<file path="config.mk">
export PLATFORM = sky130hd
export DESIGN_NAME = sdc_spi
export DESIGN_NICKNAME = d
export VERILOG_FILES = /design/src/logic/sdc_pkg.sv /design/src/logic/sdc_sync.sv /design/src/logic/sdc_spi.sv
export SDC_FILE = /design/constraint.sdc
export NUM_CORES = 1
export LEC_CHECK = 0
export ABC_CLOCK_PERIOD_IN_PS = 5600
export BUFFER_PORTS_ARGS = -buffer_cell sky130_fd_sc_hd__buf_4
export CAP_MARGIN = 20
export CORE_MARGIN = 4
export CORE_UTILIZATION = 40
export CTS_CLUSTER_SIZE = 16
export DETAILED_ROUTE_END_ITERATION = 10
export SLEW_MARGIN = 10
export SYNTH_ARGS = -nofsm -noshare
export SYNTH_HDL_FRONTEND = slang
export SYNTH_SLANG_ARGS = --single-unit
export TNS_END_PERCENT = 30
</file>
<file path="constraint.sdc">
create_clock -name clock -period 5.6 [get_ports clock]
set_input_delay 0.28 -clock clock [delete_from_list [all_inputs] [get_ports clock]]
set_output_delay 0.28 -clock clock [all_outputs]
set_load 0.02 [all_outputs]
</file>
<file path="src/logic/sdc_pkg.sv">
package sdc_pkg;

  // ************************************************************
  // Register indices (byte address is four times the index)
  // ************************************************************
  localparam logic [7:0] IDX_TX  = 8'h29;  // Transmit buffer, write only
  localparam logic [7:0] IDX_RX  = 8'h2a;  // Receive buffer, read only
  localparam logic [7:0] IDX_CR  = 8'h2b;  // Control and status
  localparam logic [7:0] IDX_CFG = 8'h2c;  // Configuration

  // ************************************************************
  // Control/status field positions
  // ************************************************************
  localparam int CR_LSB  = 7;  // Bit order select
  localparam int CR_OVR  = 6;  // Overrun status
  localparam int CR_CMP  = 5;  // Transfer complete status
  localparam int CR_TXE  = 4;  // Transmit buffer empty status
  localparam int CR_RXF  = 3;  // Receive buffer full status
  localparam int CR_CPHA = 2;  // Clock phase
  localparam int CR_CPOL = 1;  // Clock polarity
  localparam int CR_EN   = 0;  // Block enable

  // ************************************************************
  // Reset values and constants
  // ************************************************************
  localparam logic [7:0] RX_RST  = 8'h00;  // Receive buffer reset
  localparam logic [7:0] CR_RST  = 8'h00;  // Control reset
  localparam logic [7:0] CFG_RST = 8'h00;  // Configuration reset
  localparam logic [7:0] TX_RST  = 8'h00;  // Transmit buffer reset
  localparam logic [2:0] BIT_LAST  = 3'h7;  // Eighth sample index
  localparam logic [3:0] EDGE_LAST = 4'hf;  // Sixteenth half period

  // ************************************************************
  // Carriers
  // ************************************************************
  // Writable control bits
  typedef struct packed {
    logic lsb_first;  // Least significant bit first
    logic cpha;       // Clock phase
    logic cpol;       // Clock polarity
    logic en;         // Block enable
  } sdc_ctrl_t;

  // Configuration byte layout
  typedef struct packed {
    logic [2:0] clk_sel;  // Master half period is 2**clk_sel cycles
    logic       bypass;   // Stored only, inputs are always synchronised
    logic       ss_bit;   // Internal select level
    logic       ss_en_n;  // Low selects by the internal bit
    logic       int_sel;  // Stored only
    logic       slave;    // Slave role
  } sdc_cfg_t;

  // Master sequencer states
  typedef enum logic {
    ST_IDLE,
    ST_RUN
  } sdc_state_t;

endpackage : sdc_pkg

</file>
<file path="src/logic/sdc_sync.sv">
// Two-stage synchroniser, one per input bit
module sdc_sync #(
  parameter int W = 4  // Number of bits
) (
  // Clock and control
  input  wire logic         clock,
  input  wire logic         rst,
  input  wire logic         ce,
  // Data
  input  wire logic [W-1:0] d,
  output logic      [W-1:0] q
);

  // ************************************************************
  // Synchroniser chains
  // ************************************************************
  genvar i;
  generate
    for (i = 0; i < W; i++)
    begin : g_bit
      logic meta_q;  // First stage, read only by the second

      // Two flops in series per bit
      always_ff @(posedge clock)
      begin
        if (rst)
        begin
          meta_q <= 1'b0;
          q[i]   <= 1'b0;
        end
        else if (ce)
        begin
          meta_q <= d[i];
          q[i]   <= meta_q;
        end
      end
    end
  endgenerate

endmodule : sdc_sync

</file>
<file path="src/logic/sdc_spi.sv">
// Contract
// - Receive buffer: read only, resets zero, last byte
// - Writing receive buffer address clears receive full
// - Master idle write loads shifter, starts transfer
// - Busy master holds written byte as queued
// - Transfer to shifter sets transmit empty
// - Transmit empty bit four, write clears
// - Completed byte copied to buffer, full set
// - Receive full bit three, buffer read clears
// - Control register eight bits, mixed access, zero
// - Bit seven selects least significant first
// - Overrun set when unread byte overwritten
// - Complete flag bit five, register read clears
// - Bit two selects clock phase
// - Bit one selects clock idle level
// - Bit zero enables serial function
// - Transmit empty asserted at once on enable
// - Disable idles outputs, resets state and status; master out keeps shifter bit 7
// - Receive full set on eighth sample edge
//
// Implementation choice: the Wishbone slave port.
module sdc_spi (
  // Clock and control
  input  wire logic       clock,
  input  wire logic       rst,
  input  wire logic       ce,
  // Wishbone slave
  input  wire logic       wb_cyc,
  input  wire logic       wb_stb,
  input  wire logic       wb_we,
  input  wire logic [9:0] wb_adr,
  input  wire logic [3:0] wb_sel,
  input  wire logic [31:0] wb_dat_w,
  output logic      [31:0] wb_dat_r,
  output logic            wb_ack,
  // Serial clock pin
  input  wire logic       sclk_i,
  output logic            sclk_o,
  output logic            sclk_oe_n,
  // Master out pin
  input  wire logic       mosi_i,
  output logic            mosi_o,
  output logic            mosi_oe_n,
  // Slave out pin
  input  wire logic       miso_i,
  output logic            miso_o,
  output logic            miso_oe_n,
  // Slave select input
  input  wire logic       ss_n_i
);

  // ************************************************************
  // Declarations
  // ************************************************************
  sdc_pkg::sdc_ctrl_t  ctrl_q;        // Writable control bits
  sdc_pkg::sdc_cfg_t   cfg_q;         // Configuration byte
  sdc_pkg::sdc_state_t state_q;       // Master sequencer
  logic [7:0] tx_q;                   // Transmit holding register
  logic [7:0] rx_q;                   // Receive buffer
  logic [7:0] sh_q;                   // Output shifter, bit 7 on pin
  logic [7:0] rsh_q;                  // Input shifter
  logic [7:0] tx_ord;                 // Transmit byte in pin order
  logic [7:0] rx_raw;                 // Completed input byte
  logic [7:0] rx_ord;                 // Completed byte in bus order
  logic [7:0] div_q;                  // Half period counter
  logic [7:0] half_m1;                // Half period minus one
  logic [3:0] edge_q;                 // Master edge index
  logic [2:0] bit_q;                  // Samples taken this byte
  logic       txe_q, rxf_q, cmp_q, ovr_q;  // Status flags
  logic       busy_q, busy_d;         // Shifter holds a byte
  logic       skip_q;                 // Next shift edge is ignored
  logic       end_q;                  // Byte ended last cycle, chain slot
  logic       sclk_q;                 // Master clock level
  logic       sclk_s, mosi_s, miso_s, ss_n_s;  // Synchronised pins
  logic       sclk_p_q;               // Previous synchronised clock
  logic       sel_q;                  // Slave selected, registered
  logic       acc, rd, wr;            // Bus access this cycle
  logic       wr_tx, wr_rx, rd_rx, rd_cr;  // Register side effects
  logic       en, slv, sel;           // Mode terms
  logic       tick, lead, trail;      // Clock events
  logic       sample_ev, shift_ev;    // Data events
  logic       last_sample, idle_load, chain_load, load;
  logic       din;                    // Incoming data bit

  // ************************************************************
  // Input synchronisers
  // ************************************************************
  sdc_sync #(.W(4)) u_sync (
    .clock (clock),
    .rst   (rst),
    .ce    (ce),
    .d     ({sclk_i, mosi_i, miso_i, ss_n_i}),
    .q     ({sclk_s, mosi_s, miso_s, ss_n_s})
  );

  // ************************************************************
  // Wishbone decode
  // ************************************************************
  assign acc   = wb_cyc & wb_stb & ~wb_ack;          // One access per request
  assign rd    = acc & ~wb_we;
  assign wr    = acc & wb_we & wb_sel[0];            // Low lane carries data
  assign wr_tx = wr & (wb_adr[9:2] == sdc_pkg::IDX_TX);
  assign wr_rx = wr & (wb_adr[9:2] == sdc_pkg::IDX_RX);
  assign rd_rx = rd & (wb_adr[9:2] == sdc_pkg::IDX_RX);
  assign rd_cr = rd & (wb_adr[9:2] == sdc_pkg::IDX_CR);

  // Ack and read data, one cycle after the request
  always_ff @(posedge clock)
  begin
    if (rst)
    begin
      wb_ack   <= 1'b0;
      wb_dat_r <= 32'h0000_0000;
    end
    else if (ce)
    begin
      wb_ack   <= acc;
      wb_dat_r <= 32'h0000_0000;
      if (rd)
      begin
        case (wb_adr[9:2])
          sdc_pkg::IDX_RX:  wb_dat_r[7:0] <= rx_q;
          sdc_pkg::IDX_CR:  wb_dat_r[7:0] <= {ctrl_q.lsb_first, ovr_q, cmp_q,
                                              txe_q & en, rxf_q, ctrl_q.cpha,
                                              ctrl_q.cpol, ctrl_q.en};
          sdc_pkg::IDX_CFG: wb_dat_r[7:0] <= cfg_q;
          default:          wb_dat_r[7:0] <= 8'h00;  // Unmapped or write only
        endcase
      end
    end
  end

  // ************************************************************
  // Software registers
  // ************************************************************
  // Control bits; status bits of the byte are not writable
  always_ff @(posedge clock)
  begin
    if (rst)
      ctrl_q <= sdc_ctrl_reset();
    else if (ce && wr && wb_adr[9:2] == sdc_pkg::IDX_CR)
      ctrl_q <= {wb_dat_w[sdc_pkg::CR_LSB], wb_dat_w[sdc_pkg::CR_CPHA],
                 wb_dat_w[sdc_pkg::CR_CPOL], wb_dat_w[sdc_pkg::CR_EN]};
  end

  // Configuration; software leaves it alone while enabled
  always_ff @(posedge clock)
  begin
    if (rst)
      cfg_q <= sdc_pkg::CFG_RST;
    else if (ce && wr && wb_adr[9:2] == sdc_pkg::IDX_CFG)
      cfg_q <= wb_dat_w[7:0];
  end

  // Transmit holding register, queues while busy
  always_ff @(posedge clock)
  begin
    if (rst)
      tx_q <= sdc_pkg::TX_RST;
    else if (ce && wr_tx)
      tx_q <= wb_dat_w[7:0];
  end

  // Reset value of the control bits from the byte layout
  function automatic sdc_pkg::sdc_ctrl_t sdc_ctrl_reset();
    sdc_ctrl_reset = {sdc_pkg::CR_RST[sdc_pkg::CR_LSB], sdc_pkg::CR_RST[sdc_pkg::CR_CPHA],
                      sdc_pkg::CR_RST[sdc_pkg::CR_CPOL], sdc_pkg::CR_RST[sdc_pkg::CR_EN]};
  endfunction : sdc_ctrl_reset

  // ************************************************************
  // Bit order
  // ************************************************************
  assign rx_raw = {rsh_q[6:0], din};
  genvar gi;
  generate
    for (gi = 0; gi < 8; gi++)
    begin : g_rev
      // Pin order is bit 7 first; reverse only for least significant first
      assign tx_ord[gi] = ctrl_q.lsb_first ? tx_q[7-gi] : tx_q[gi];
      assign rx_ord[gi] = ctrl_q.lsb_first ? rx_raw[7-gi] : rx_raw[gi];
    end
  endgenerate

  // ************************************************************
  // Clock events
  // ************************************************************
  assign en      = ctrl_q.en;
  assign slv     = cfg_q.slave;
  assign sel     = cfg_q.ss_en_n ? ~ss_n_s : ~cfg_q.ss_bit;
  assign half_m1 = (8'h01 << cfg_q.clk_sel) - 8'h01;
  assign tick    = en & ~slv & (state_q == sdc_pkg::ST_RUN) & (div_q == half_m1);
  assign lead    = slv ? (en & sel & (sclk_s != sclk_p_q) & (sclk_s != ctrl_q.cpol))
                       : (tick & ~edge_q[0]);
  assign trail   = slv ? (en & sel & (sclk_s != sclk_p_q) & (sclk_s == ctrl_q.cpol))
                       : (tick & edge_q[0]);
  assign sample_ev = ctrl_q.cpha ? trail : lead;
  assign shift_ev  = ctrl_q.cpha ? lead : trail;
  assign din       = slv ? mosi_s : miso_s;
  assign last_sample = sample_ev & (bit_q == sdc_pkg::BIT_LAST);
  // Shifter loads: from idle, or back to back one cycle after a byte end,
  // so the data pin never moves on the edge where the far side samples
  assign idle_load  = en & ~txe_q & ~busy_q &
                      (slv | (state_q == sdc_pkg::ST_IDLE));
  assign chain_load = en & end_q & ~txe_q;
  assign load       = idle_load | chain_load;
  // A queued byte at the byte end keeps the shifter busy for the chain slot
  assign busy_d     = load ? 1'b1 : ((last_sample && txe_q) ? 1'b0 : busy_q);

  // ************************************************************
  // Master sequencer
  // ************************************************************
  always_ff @(posedge clock)
  begin
    if (rst)
    begin
      state_q <= sdc_pkg::ST_IDLE;
      div_q   <= 8'h00;
      edge_q  <= 4'h0;
      sclk_q  <= 1'b0;
    end
    else if (ce)
    begin
      if (!en || slv)
      begin
        // Idle level follows polarity
        state_q <= sdc_pkg::ST_IDLE;
        div_q   <= 8'h00;
        edge_q  <= 4'h0;
        sclk_q  <= ctrl_q.cpol;
      end
      else
      begin
        case (state_q)
          sdc_pkg::ST_IDLE:
          begin
            sclk_q <= ctrl_q.cpol;
            if (idle_load)
            begin
              state_q <= sdc_pkg::ST_RUN;
              div_q   <= 8'h00;
              edge_q  <= 4'h0;
            end
          end
          sdc_pkg::ST_RUN:
          begin
            if (tick)
            begin
              div_q  <= 8'h00;
              edge_q <= edge_q + 4'h1;
              sclk_q <= ~sclk_q;
              if (edge_q == sdc_pkg::EDGE_LAST && !busy_d)
                state_q <= sdc_pkg::ST_IDLE;
            end
            else
              div_q <= div_q + 8'h01;
          end
          default: state_q <= sdc_pkg::ST_IDLE;
        endcase
      end
    end
  end

  // ************************************************************
  // Shifters and byte framing
  // ************************************************************
  always_ff @(posedge clock)
  begin
    if (rst)
    begin
      sh_q     <= sdc_pkg::TX_RST;
      rsh_q    <= sdc_pkg::RX_RST;
      bit_q    <= 3'h0;
      busy_q   <= 1'b0;
      skip_q   <= 1'b0;
      end_q    <= 1'b0;
      sclk_p_q <= 1'b0;
      sel_q    <= 1'b0;
    end
    else if (ce)
    begin
      sclk_p_q <= sclk_s;
      sel_q    <= en & slv & sel;
      if (!en || (slv && !sel))
      begin
        // Framing reset; shifter kept, a queued byte still loads
        bit_q  <= 3'h0;
        busy_q <= en & busy_d;
        skip_q <= load ? ctrl_q.cpha : (en & skip_q);
        end_q  <= 1'b0;
        if (load)
          sh_q <= tx_ord;
      end
      else
      begin
        busy_q <= busy_d;
        end_q  <= last_sample;
        if (sample_ev)
        begin
          rsh_q <= rx_raw;
          bit_q <= bit_q + 3'h1;
        end
        if (load)
        begin
          sh_q   <= tx_ord;
          // A load on a shift edge takes that edge's place
          skip_q <= (ctrl_q.cpha | chain_load) & ~shift_ev;
        end
        else if (shift_ev)
        begin
          if (skip_q)
            skip_q <= 1'b0;
          else
            sh_q <= {sh_q[6:0], 1'b1};
        end
      end
    end
  end

  // ************************************************************
  // Status flags
  // ************************************************************
  // Transmit empty; forced set while disabled so enable shows it
  always_ff @(posedge clock)
  begin
    if (rst)
      txe_q <= 1'b1;
    else if (ce)
    begin
      if (!en)
        txe_q <= 1'b1;
      else if (load)
        txe_q <= 1'b1;
      else if (wr_tx)
        txe_q <= 1'b0;
    end
  end

  // Receive buffer, full, overrun and complete; set beats clear
  always_ff @(posedge clock)
  begin
    if (rst)
    begin
      rx_q  <= sdc_pkg::RX_RST;
      rxf_q <= 1'b0;
      ovr_q <= 1'b0;
      cmp_q <= 1'b0;
    end
    else if (ce)
    begin
      if (!en)
      begin
        rxf_q <= 1'b0;
        ovr_q <= 1'b0;
        cmp_q <= 1'b0;
      end
      else if (last_sample)
      begin
        rx_q  <= rx_ord;
        rxf_q <= 1'b1;
        ovr_q <= ovr_q | (rxf_q & ~rd_rx);
        cmp_q <= 1'b1;
      end
      else
      begin
        if (rd_rx || wr_rx)
          rxf_q <= 1'b0;
        if (rd_rx)
          ovr_q <= 1'b0;
        if (rd_cr)
          cmp_q <= 1'b0;
      end
    end
  end

  // ************************************************************
  // Pins
  // ************************************************************
  assign sclk_o    = sclk_q;
  assign sclk_oe_n = slv;
  assign mosi_o    = sh_q[7];
  assign mosi_oe_n = slv;
  assign miso_o    = sh_q[7] | ~sel_q;  // Idles high when not selected
  assign miso_oe_n = ~slv;
endmodule : sdc_spi

</file>
# Yosys cells after proc, flatten, opt, wreduce, memory -nomap -nowiden
# Cells that the tools add are included.
# totals
reg_bits	86
inputBits	56
out_inout_bits	39
# classes
add_sub_neg	4
shifts	1
eq_ne	18
n_mux	67
reduce_logical	28
bitwise	50
# ops
cell	n
8-bit two-way mux	9
1-bit two-way mux	48
8-bit by 6-bit equality test with 1-bit output, second input constant	4
1-bit bitwise AND	31
8-bit one-hot mux with 3 select lines	1
8-bit one-hot mux with 2 select lines	1
2-bit AND reduction	8
3-bit by 1-bit inequality test with 1-bit output, second input constant	5
1-bit inverter	14
4-bit two-way mux	3
3-bit AND reduction	3
8-bit by 1-bit adder with 8-bit output, second input constant	1
8-bit equality test	1
4-bit one-hot mux with 2 select lines	1
1-bit by 3-bit << shifter with 8-bit output, first input constant	1
8-bit by 1-bit subtractor with 8-bit output, second input constant	1
1-bit logical AND	7
3-bit two-way mux	2
1-bit bitwise OR	5
4-bit by 1-bit adder with 4-bit output, second input constant	1
4-bit equality test, second input constant	1
1-bit one-hot mux with 2 select lines	2
4-bit AND reduction	1
2-bit nonzero test	2
10 further kinds	15

# Depth between registers and ports, before layout
# depth
word_depth	17
depth_mapped	13
depth_no_buf	10

# Cells and area by module
# A second synthesis with hierarchy kept.
# hier_totals
cells_unflattened	518
area_unflattened_um2	4524.3
# by_module_without_submodules
module	seq_area_each_um2	area_each_um2	cells_each	instances
sdc_spi	1561.5	4239.1	492	1
sdc_sync	160.2	285.3	26	1

# Least setup slack after synthesis
# Ideal clock, no wire load.
# synth_timing
kind	reg-to-reg
from	register cfg_q[7] (netlist bit)
to	register skip_q
period_less_slack_ns	3.171
path_stages_with_launch	13
path_slack_ns	2.429
path_buffers	2
t_arrival_ns	3.055
required_time_ns	5.484
setup_time_ns	0.116
path_cell_list	dfxtp_1 -> buf_4 -> nor2_1 -> nand2_1 -> ha_1 -> buf_2 -> or4bb_2 -> o211ai_1 -> a221oi_1 -> or4_2 -> o2bb2ai_1 -> a221o_1 -> o211a_1
# synth_via
elab_chain_len	11
elab_cells_between_ends	15
cone_classes	1 x add/sub; 1 x eq/ne; 1 x shift; 5 x mux; 5 x bitwise; 2 x reduce/logical
# synth_rtl
element	line_no	source
start, declared	sdc_spi.sv:56	sdc_pkg::sdc_cfg_t cfg_q;
start signal, assigned	sdc_spi.sv:150	cfg_q <= sdc_pkg::CFG_RST;
start signal, assigned	sdc_spi.sv:152	cfg_q <= wb_dat_w[7:0];
1-bit by 3-bit << shifter with 8-bit output (*)	sdc_spi.sv:190	assign half_m1 = (8'h01 << cfg_q.clk_sel) - 8'h01;
8-bit by 1-bit subtractor with 8-bit output (*)	sdc_spi.sv:190	
8-bit equality test (*)	sdc_spi.sv:191	assign tick = en & ~slv & (state_q == sdc_pkg::ST_RUN) & (div_q == half_m1);
1-bit bitwise AND (*)	sdc_spi.sv:191	
1-bit bitwise AND, on equally long branches	sdc_spi.sv:195, sdc_spi.sv:193	
1-bit two-way mux, on equally long branches	sdc_spi.sv:194, sdc_spi.sv:192	
1-bit two-way mux (*)	sdc_spi.sv:197	assign shift_ev = ctrl_q.cpha ? lead : trail;
1-bit inverter	sdc_spi.sv:306	skip_q <= (ctrl_q.cpha | chain_load) & ~shift_ev;
1-bit bitwise AND	sdc_spi.sv:306	
1-bit two-way mux	sdc_spi.sv:302	if (load)
1-bit two-way mux	sdc_spi.sv:283	if (!en || (slv && !sel))
end signal, assigned	sdc_spi.sv:288	skip_q <= load ? ctrl_q.cpha : (en & skip_q);
end signal, assigned	sdc_spi.sv:306	
end, declared	sdc_spi.sv:71	logic skip_q;
# Every way passes the cells marked *; elsewhere a longest branch is shown, timed or not.
# A chain may end at the register's enable or synchronous reset.

# Worst setup path after layout
# layout_timing
from	register cfg_q[7] (netlist bit)
to	register rx_q[7]
# layout_via
elab_chain_len	9
elab_cells_between_ends	11
cone_classes	1 x add/sub; 1 x eq/ne; 1 x shift; 3 x mux; 4 x bitwise; 1 x reduce/logical
# layout_rtl
element	line_no	source
1-bit by 3-bit << shifter with 8-bit output (*)	sdc_spi.sv:190	
8-bit by 1-bit subtractor with 8-bit output (*)	sdc_spi.sv:190	
8-bit equality test (*)	sdc_spi.sv:191	
1-bit bitwise AND (*)	sdc_spi.sv:191	
1-bit bitwise AND, on equally long branches	sdc_spi.sv:193, sdc_spi.sv:195	
1-bit two-way mux, on equally long branches	sdc_spi.sv:192, sdc_spi.sv:194	
1-bit two-way mux (*)	sdc_spi.sv:196	assign sample_ev = ctrl_q.cpha ? trail : lead;
1-bit bitwise AND (*)	sdc_spi.sv:199	assign last_sample = sample_ev & (bit_q == sdc_pkg::BIT_LAST);
3-bit AND reduction (no line) (*)	--	
end signal, assigned	sdc_spi.sv:343	rx_q <= sdc_pkg::RX_RST;
end signal, assigned	sdc_spi.sv:358	rx_q <= rx_ord;
end, declared	sdc_spi.sv:59	logic [7:0] rx_q;
# Marks and branches as above.

==> impl_metrics.py <==
metrics = {
    "clock_network": {
        "ctsLongestPathBuffers": 2,
        "cts-resized-gates": 0,
        "clkLatencyLatePin_ps": 340,
        "clk_root_buffer_cell": "sky130_fd_sc_hd__clkbuf_16",
        "clk_transition_reported_paths_ps": 60,
        "cts_inserted_buffers": 9,
        "tritoncts": "done",
        "htree_levels": 3,
        "postCtsSetupRepairBufs": 0,
        "cts_hold_repair.buffers": 0,
        "clkSinkCount": 86,
    },
    "sta": {
        "rsz0062_at_grt": "false",
        "fmax_mhz": 256,
        "totalNegativeSetupSlack_ps": 0,
        "timing.hold.ws_ps": 168,
        "worst_slew_margin_rel_pct": 34.9,
        "timing.final.setup_violations": 0,
        "fin_ws_ps": 1700,
        "timing_max_transition_violations_final": 0,
        "finalClockSkew_ps": 6.05,
        "post-route-period-util_pct": 69.7,
        "finalHoldViolCount": 0,
        "max_slew.worst_pin.slew_ps": 975,
        "finalWorstPathRequiredPeriod_ps": 3900,
    },
    "logic_synthesis": {
        "synth-edff-count": 0,
        "synth-main-ff-cell": "sky130_fd_sc_hd__dfxtp_1",
        "avgSynthCellArea_sq_um": 8.67,
        "yosysWarnings": 0,
        "netlist.area_leader.share_pct": 37.5,
        "synthCells": 529,
        "syn-cell-area_sq_mm": 0.00459,
        "synthDominantAreaCellType": "sky130_fd_sc_hd__dfxtp_1",
        "post_synth_main_area_contributors": "sky130_fd_sc_hd__dfxtp_1 (38%), sky130_fd_sc_hd__mux2i_1 (14%), sky130_fd_sc_hd__nor2_1 (5.5%)",
        "ys_async_sr_fraction_pct": 0,
        "synth-seq-area-share_pct": 37.5,
        "yosys_register_bits": 86,
        "synth.lib_cells_used.distinct": 74,
    },
    "drt": {
        "vias": 3843,
        "drt_first_iter_violations": 149,
        "avgRoutedWirePerCell_um": 16.0,
        "antenna_violating_nets_post_route": 0,
        "finalWirelength_mm": 11.1,
        "route.detailed.drc": 0,
        "via_per_inst": 5.52,
        "drt_pre_antenna_iters": 4,
    },
    "setup_path": {
        "path_cells": "or3_4, ha_1, or4bb_2, o211ai_1, a221oi_1, nor4_1, o221a_2, nand2_1, a31o_2",
        "slowest_stage": "sky130_fd_sc_hd__or4bb_2",
        "worst_ep_required_time_ps": 5840,
        "path_class": "reg -> reg",
        "r2r_slack_ps": 1700,
        "endpoint_kind": "register",
        "timing.rr.start": "cfg_q[7]$_SDFFE_PP0P_",
        "path_max_fanout": 15,
        "critPathTopFamily": "simple AND/OR/NAND/NOR gates",
        "worstPathArrival_ps": 4140,
        "worstPathBufferInverterCount": 0,
        "critical_path_start_type": "register",
        "cp_slowest_stage_delay_ps": 630,
        "r2r_cell_count": 9,
        "reg2reg_to": "rx_q[7]$_SDFFE_PP0P_",
    },
    "final_layout": {
        "finalInstanceArea_sq_mm": 0.00511,
        "num-nets-final": 613,
        "area.growth.synth_to_final_pct": 11.5,
        "fin_util_pct": 46.4,
        "num_antenna_cells": 0,
        "final-instance-count-excl-fill": 696,
        "drive_gt1_share_pct": 13.3,
    },
    "floorplanning": {
        "floorplan.die.height_um": 115,
        "chipWidth_um": 115,
        "floorplan.initialDensity_pct": 41.6,
        "floorplan.rows": 38,
        "ios": 95,
        "die_area_sq_mm": 0.0132,
        "design.core.area_sq_mm": 0.0110,
    },
    "global_routing": {
        "grt_start_max_net_pins": 67,
        "antenna_found_initial": 0,
        "first_global_vias": 3582,
        "global_route_usage_sum_pct": 17.0,
        "gr-total-overflow": 0,
        "grt_first_pass_wirelength_mm": 18.0,
    },
    "min_path": {
        "worst_hold_path_type": "in -> reg",
        "worst_hold_startpoint": "mosi_i",
        "holdPathStages": 3,
        "whs_endpoint": "u_sync.g_bit[2].meta_q$_SDFFE_PP0P_",
    },
    "pwr": {
        "totalPowerFinal_mw": 1.29,
        "peakVddDrop_uv": 116,
        "power_leakage_nw": 1.99,
        "power-per-cell-area_mw_per_mm2": 253,
    },
    "place": {
        "weighted_congestion_at_the_end_of_routability_driven_global_placement": 0.793,
        "placement.io_buffers": 41,
        "placedInstanceArea_sq_mm": 0.00481,
        "post-place-cells": 680,
        "detailedPlacementHpwl_mm": 7.84,
        "post_placement_worst_setup_slack_ps": 1700,
    },
    "run_status": {
        "run_status": "complete, no violations",
    },
    "flow_run": {
        "drv_cap": 0,
    },
}
tightest hold or removal path, stage by stage:
cell and delay, ps:
sky130_fd_sc_hd__buf_4 80, sky130_fd_sc_hd__mux2i_1 50, sky130_fd_sc_hd__nor2_1 70
worst max-delay path by stage:
stage	from	endpoint	slack, ps	cells past startpoint
finish	cfg_q[7]$_SDFFE_PP0P_	rx_q[7]$_SDFFE_PP0P_	1700	9
floorplan	cfg_q[7]$_SDFFE_PP0P_	skip_q$_SDFFE_PP0P_	2430	12
CTS	cfg_q[7]$_SDFFE_PP0P_	rx_q[7]$_SDFFE_PP0P_	1700	9
global route	cfg_q[7]$_SDFFE_PP0P_	rx_q[7]$_SDFFE_PP0P_	1370	9
detailed placement	cfg_q[6]$_SDFFE_PP0P_	rx_q[7]$_SDFFE_PP0P_	1700	9
global placement	cfg_q[6]$_SDFFE_PP0P_	rx_q[7]$_SDFFE_PP0P_	1850	9
sequential cells by signal (all words and copies together), names as in the netlist, 3 cells and up:
register / count
wb_dat_r: 8
u_sync.g_bit.meta_q: 4
cfg_q: 7
rx_q: 8
tx_q: 8
u_sync.q: 4
ctrl_q: 3
bit_q: 3
edge_q: 4
sh_q: 8
rsh_q: 7
div_q: 8
kinds of logic after synthesis:
logic type / after synthesis / synth area share, %
compound gates: 115 / 17.5
xor+xnor: 10 / 1.91
fa+ha+maj: 5 / 1.36
buf+inv: 67 / 8.73
flops: 86 / 37.5
mux: 65 / 14.3
other cells: 1 / 0.0817
simple gates: 180 / 18.6
layout make-up:
cell class                 instances  area [sq um]
clock buffer                      10           239
clock inverter                     5          60.1
fill                            1113          5920
inverter                          14          52.6
multi-input combinational        399          2550
sequential                        86          1720
tap                              140           175
timing repair buffer              42           313
where the power goes:
part	switching [mW]	internal (mW)
Clock	0.250	0.356
Sequential	0.00216	0.615
Combinational	0.0488	0.0211
cell usage after synthesis, types with 6 or more instances:
| master | number |
|---|---|
| sky130_fd_sc_hd__buf_4 | 28 |
| sky130_fd_sc_hd__clkbuf_1 | 17 |
| sky130_fd_sc_hd__nand3_1 | 15 |
| sky130_fd_sc_hd__xnor2_1 | 6 |
| sky130_fd_sc_hd__nor3_1 | 6 |
| sky130_fd_sc_hd__dfxtp_1 | 86 |
| sky130_fd_sc_hd__o211ai_1 | 9 |
| sky130_fd_sc_hd__nor2_1 | 67 |
| sky130_fd_sc_hd__a21oi_1 | 30 |
| sky130_fd_sc_hd__mux2i_1 | 62 |
| sky130_fd_sc_hd__a22oi_1 | 8 |
| sky130_fd_sc_hd__inv_1 | 12 |
| sky130_fd_sc_hd__nand2_1 | 52 |
| sky130_fd_sc_hd__o21ai_0 | 17 |
| sky130_fd_sc_hd__a31oi_1 | 9 |
| sky130_fd_sc_hd__nand4_1 | 7 |
cells in the final DEF (no fill, tap or decap), drive strengths merged, types with 7 or more instances in the layout:
master,Yosys,final
nand3,15,15
o211ai,9,9
buf,34,41
conb,1,24
a31oi,10,10
mux2i,62,62
inv,13,13
a21oi,30,30
dfxtp,86,86
clkbuf,18,11
nor2,68,68
nand4,7,7
nand2,52,52
o21ai,18,18
a22oi,8,8
routing by layer:
layer	vias up	track usage, %	routed length [um]	part of all wire, %
li1	1903	-	-	-
met1	1834	23.1	5250	47
met2	90	27.0	5140	46
met3	16	3.68	605	5.4
met4	0	5.40	146	1.3
met5	-	0	0	0
(Power assumes the default switching activity.)
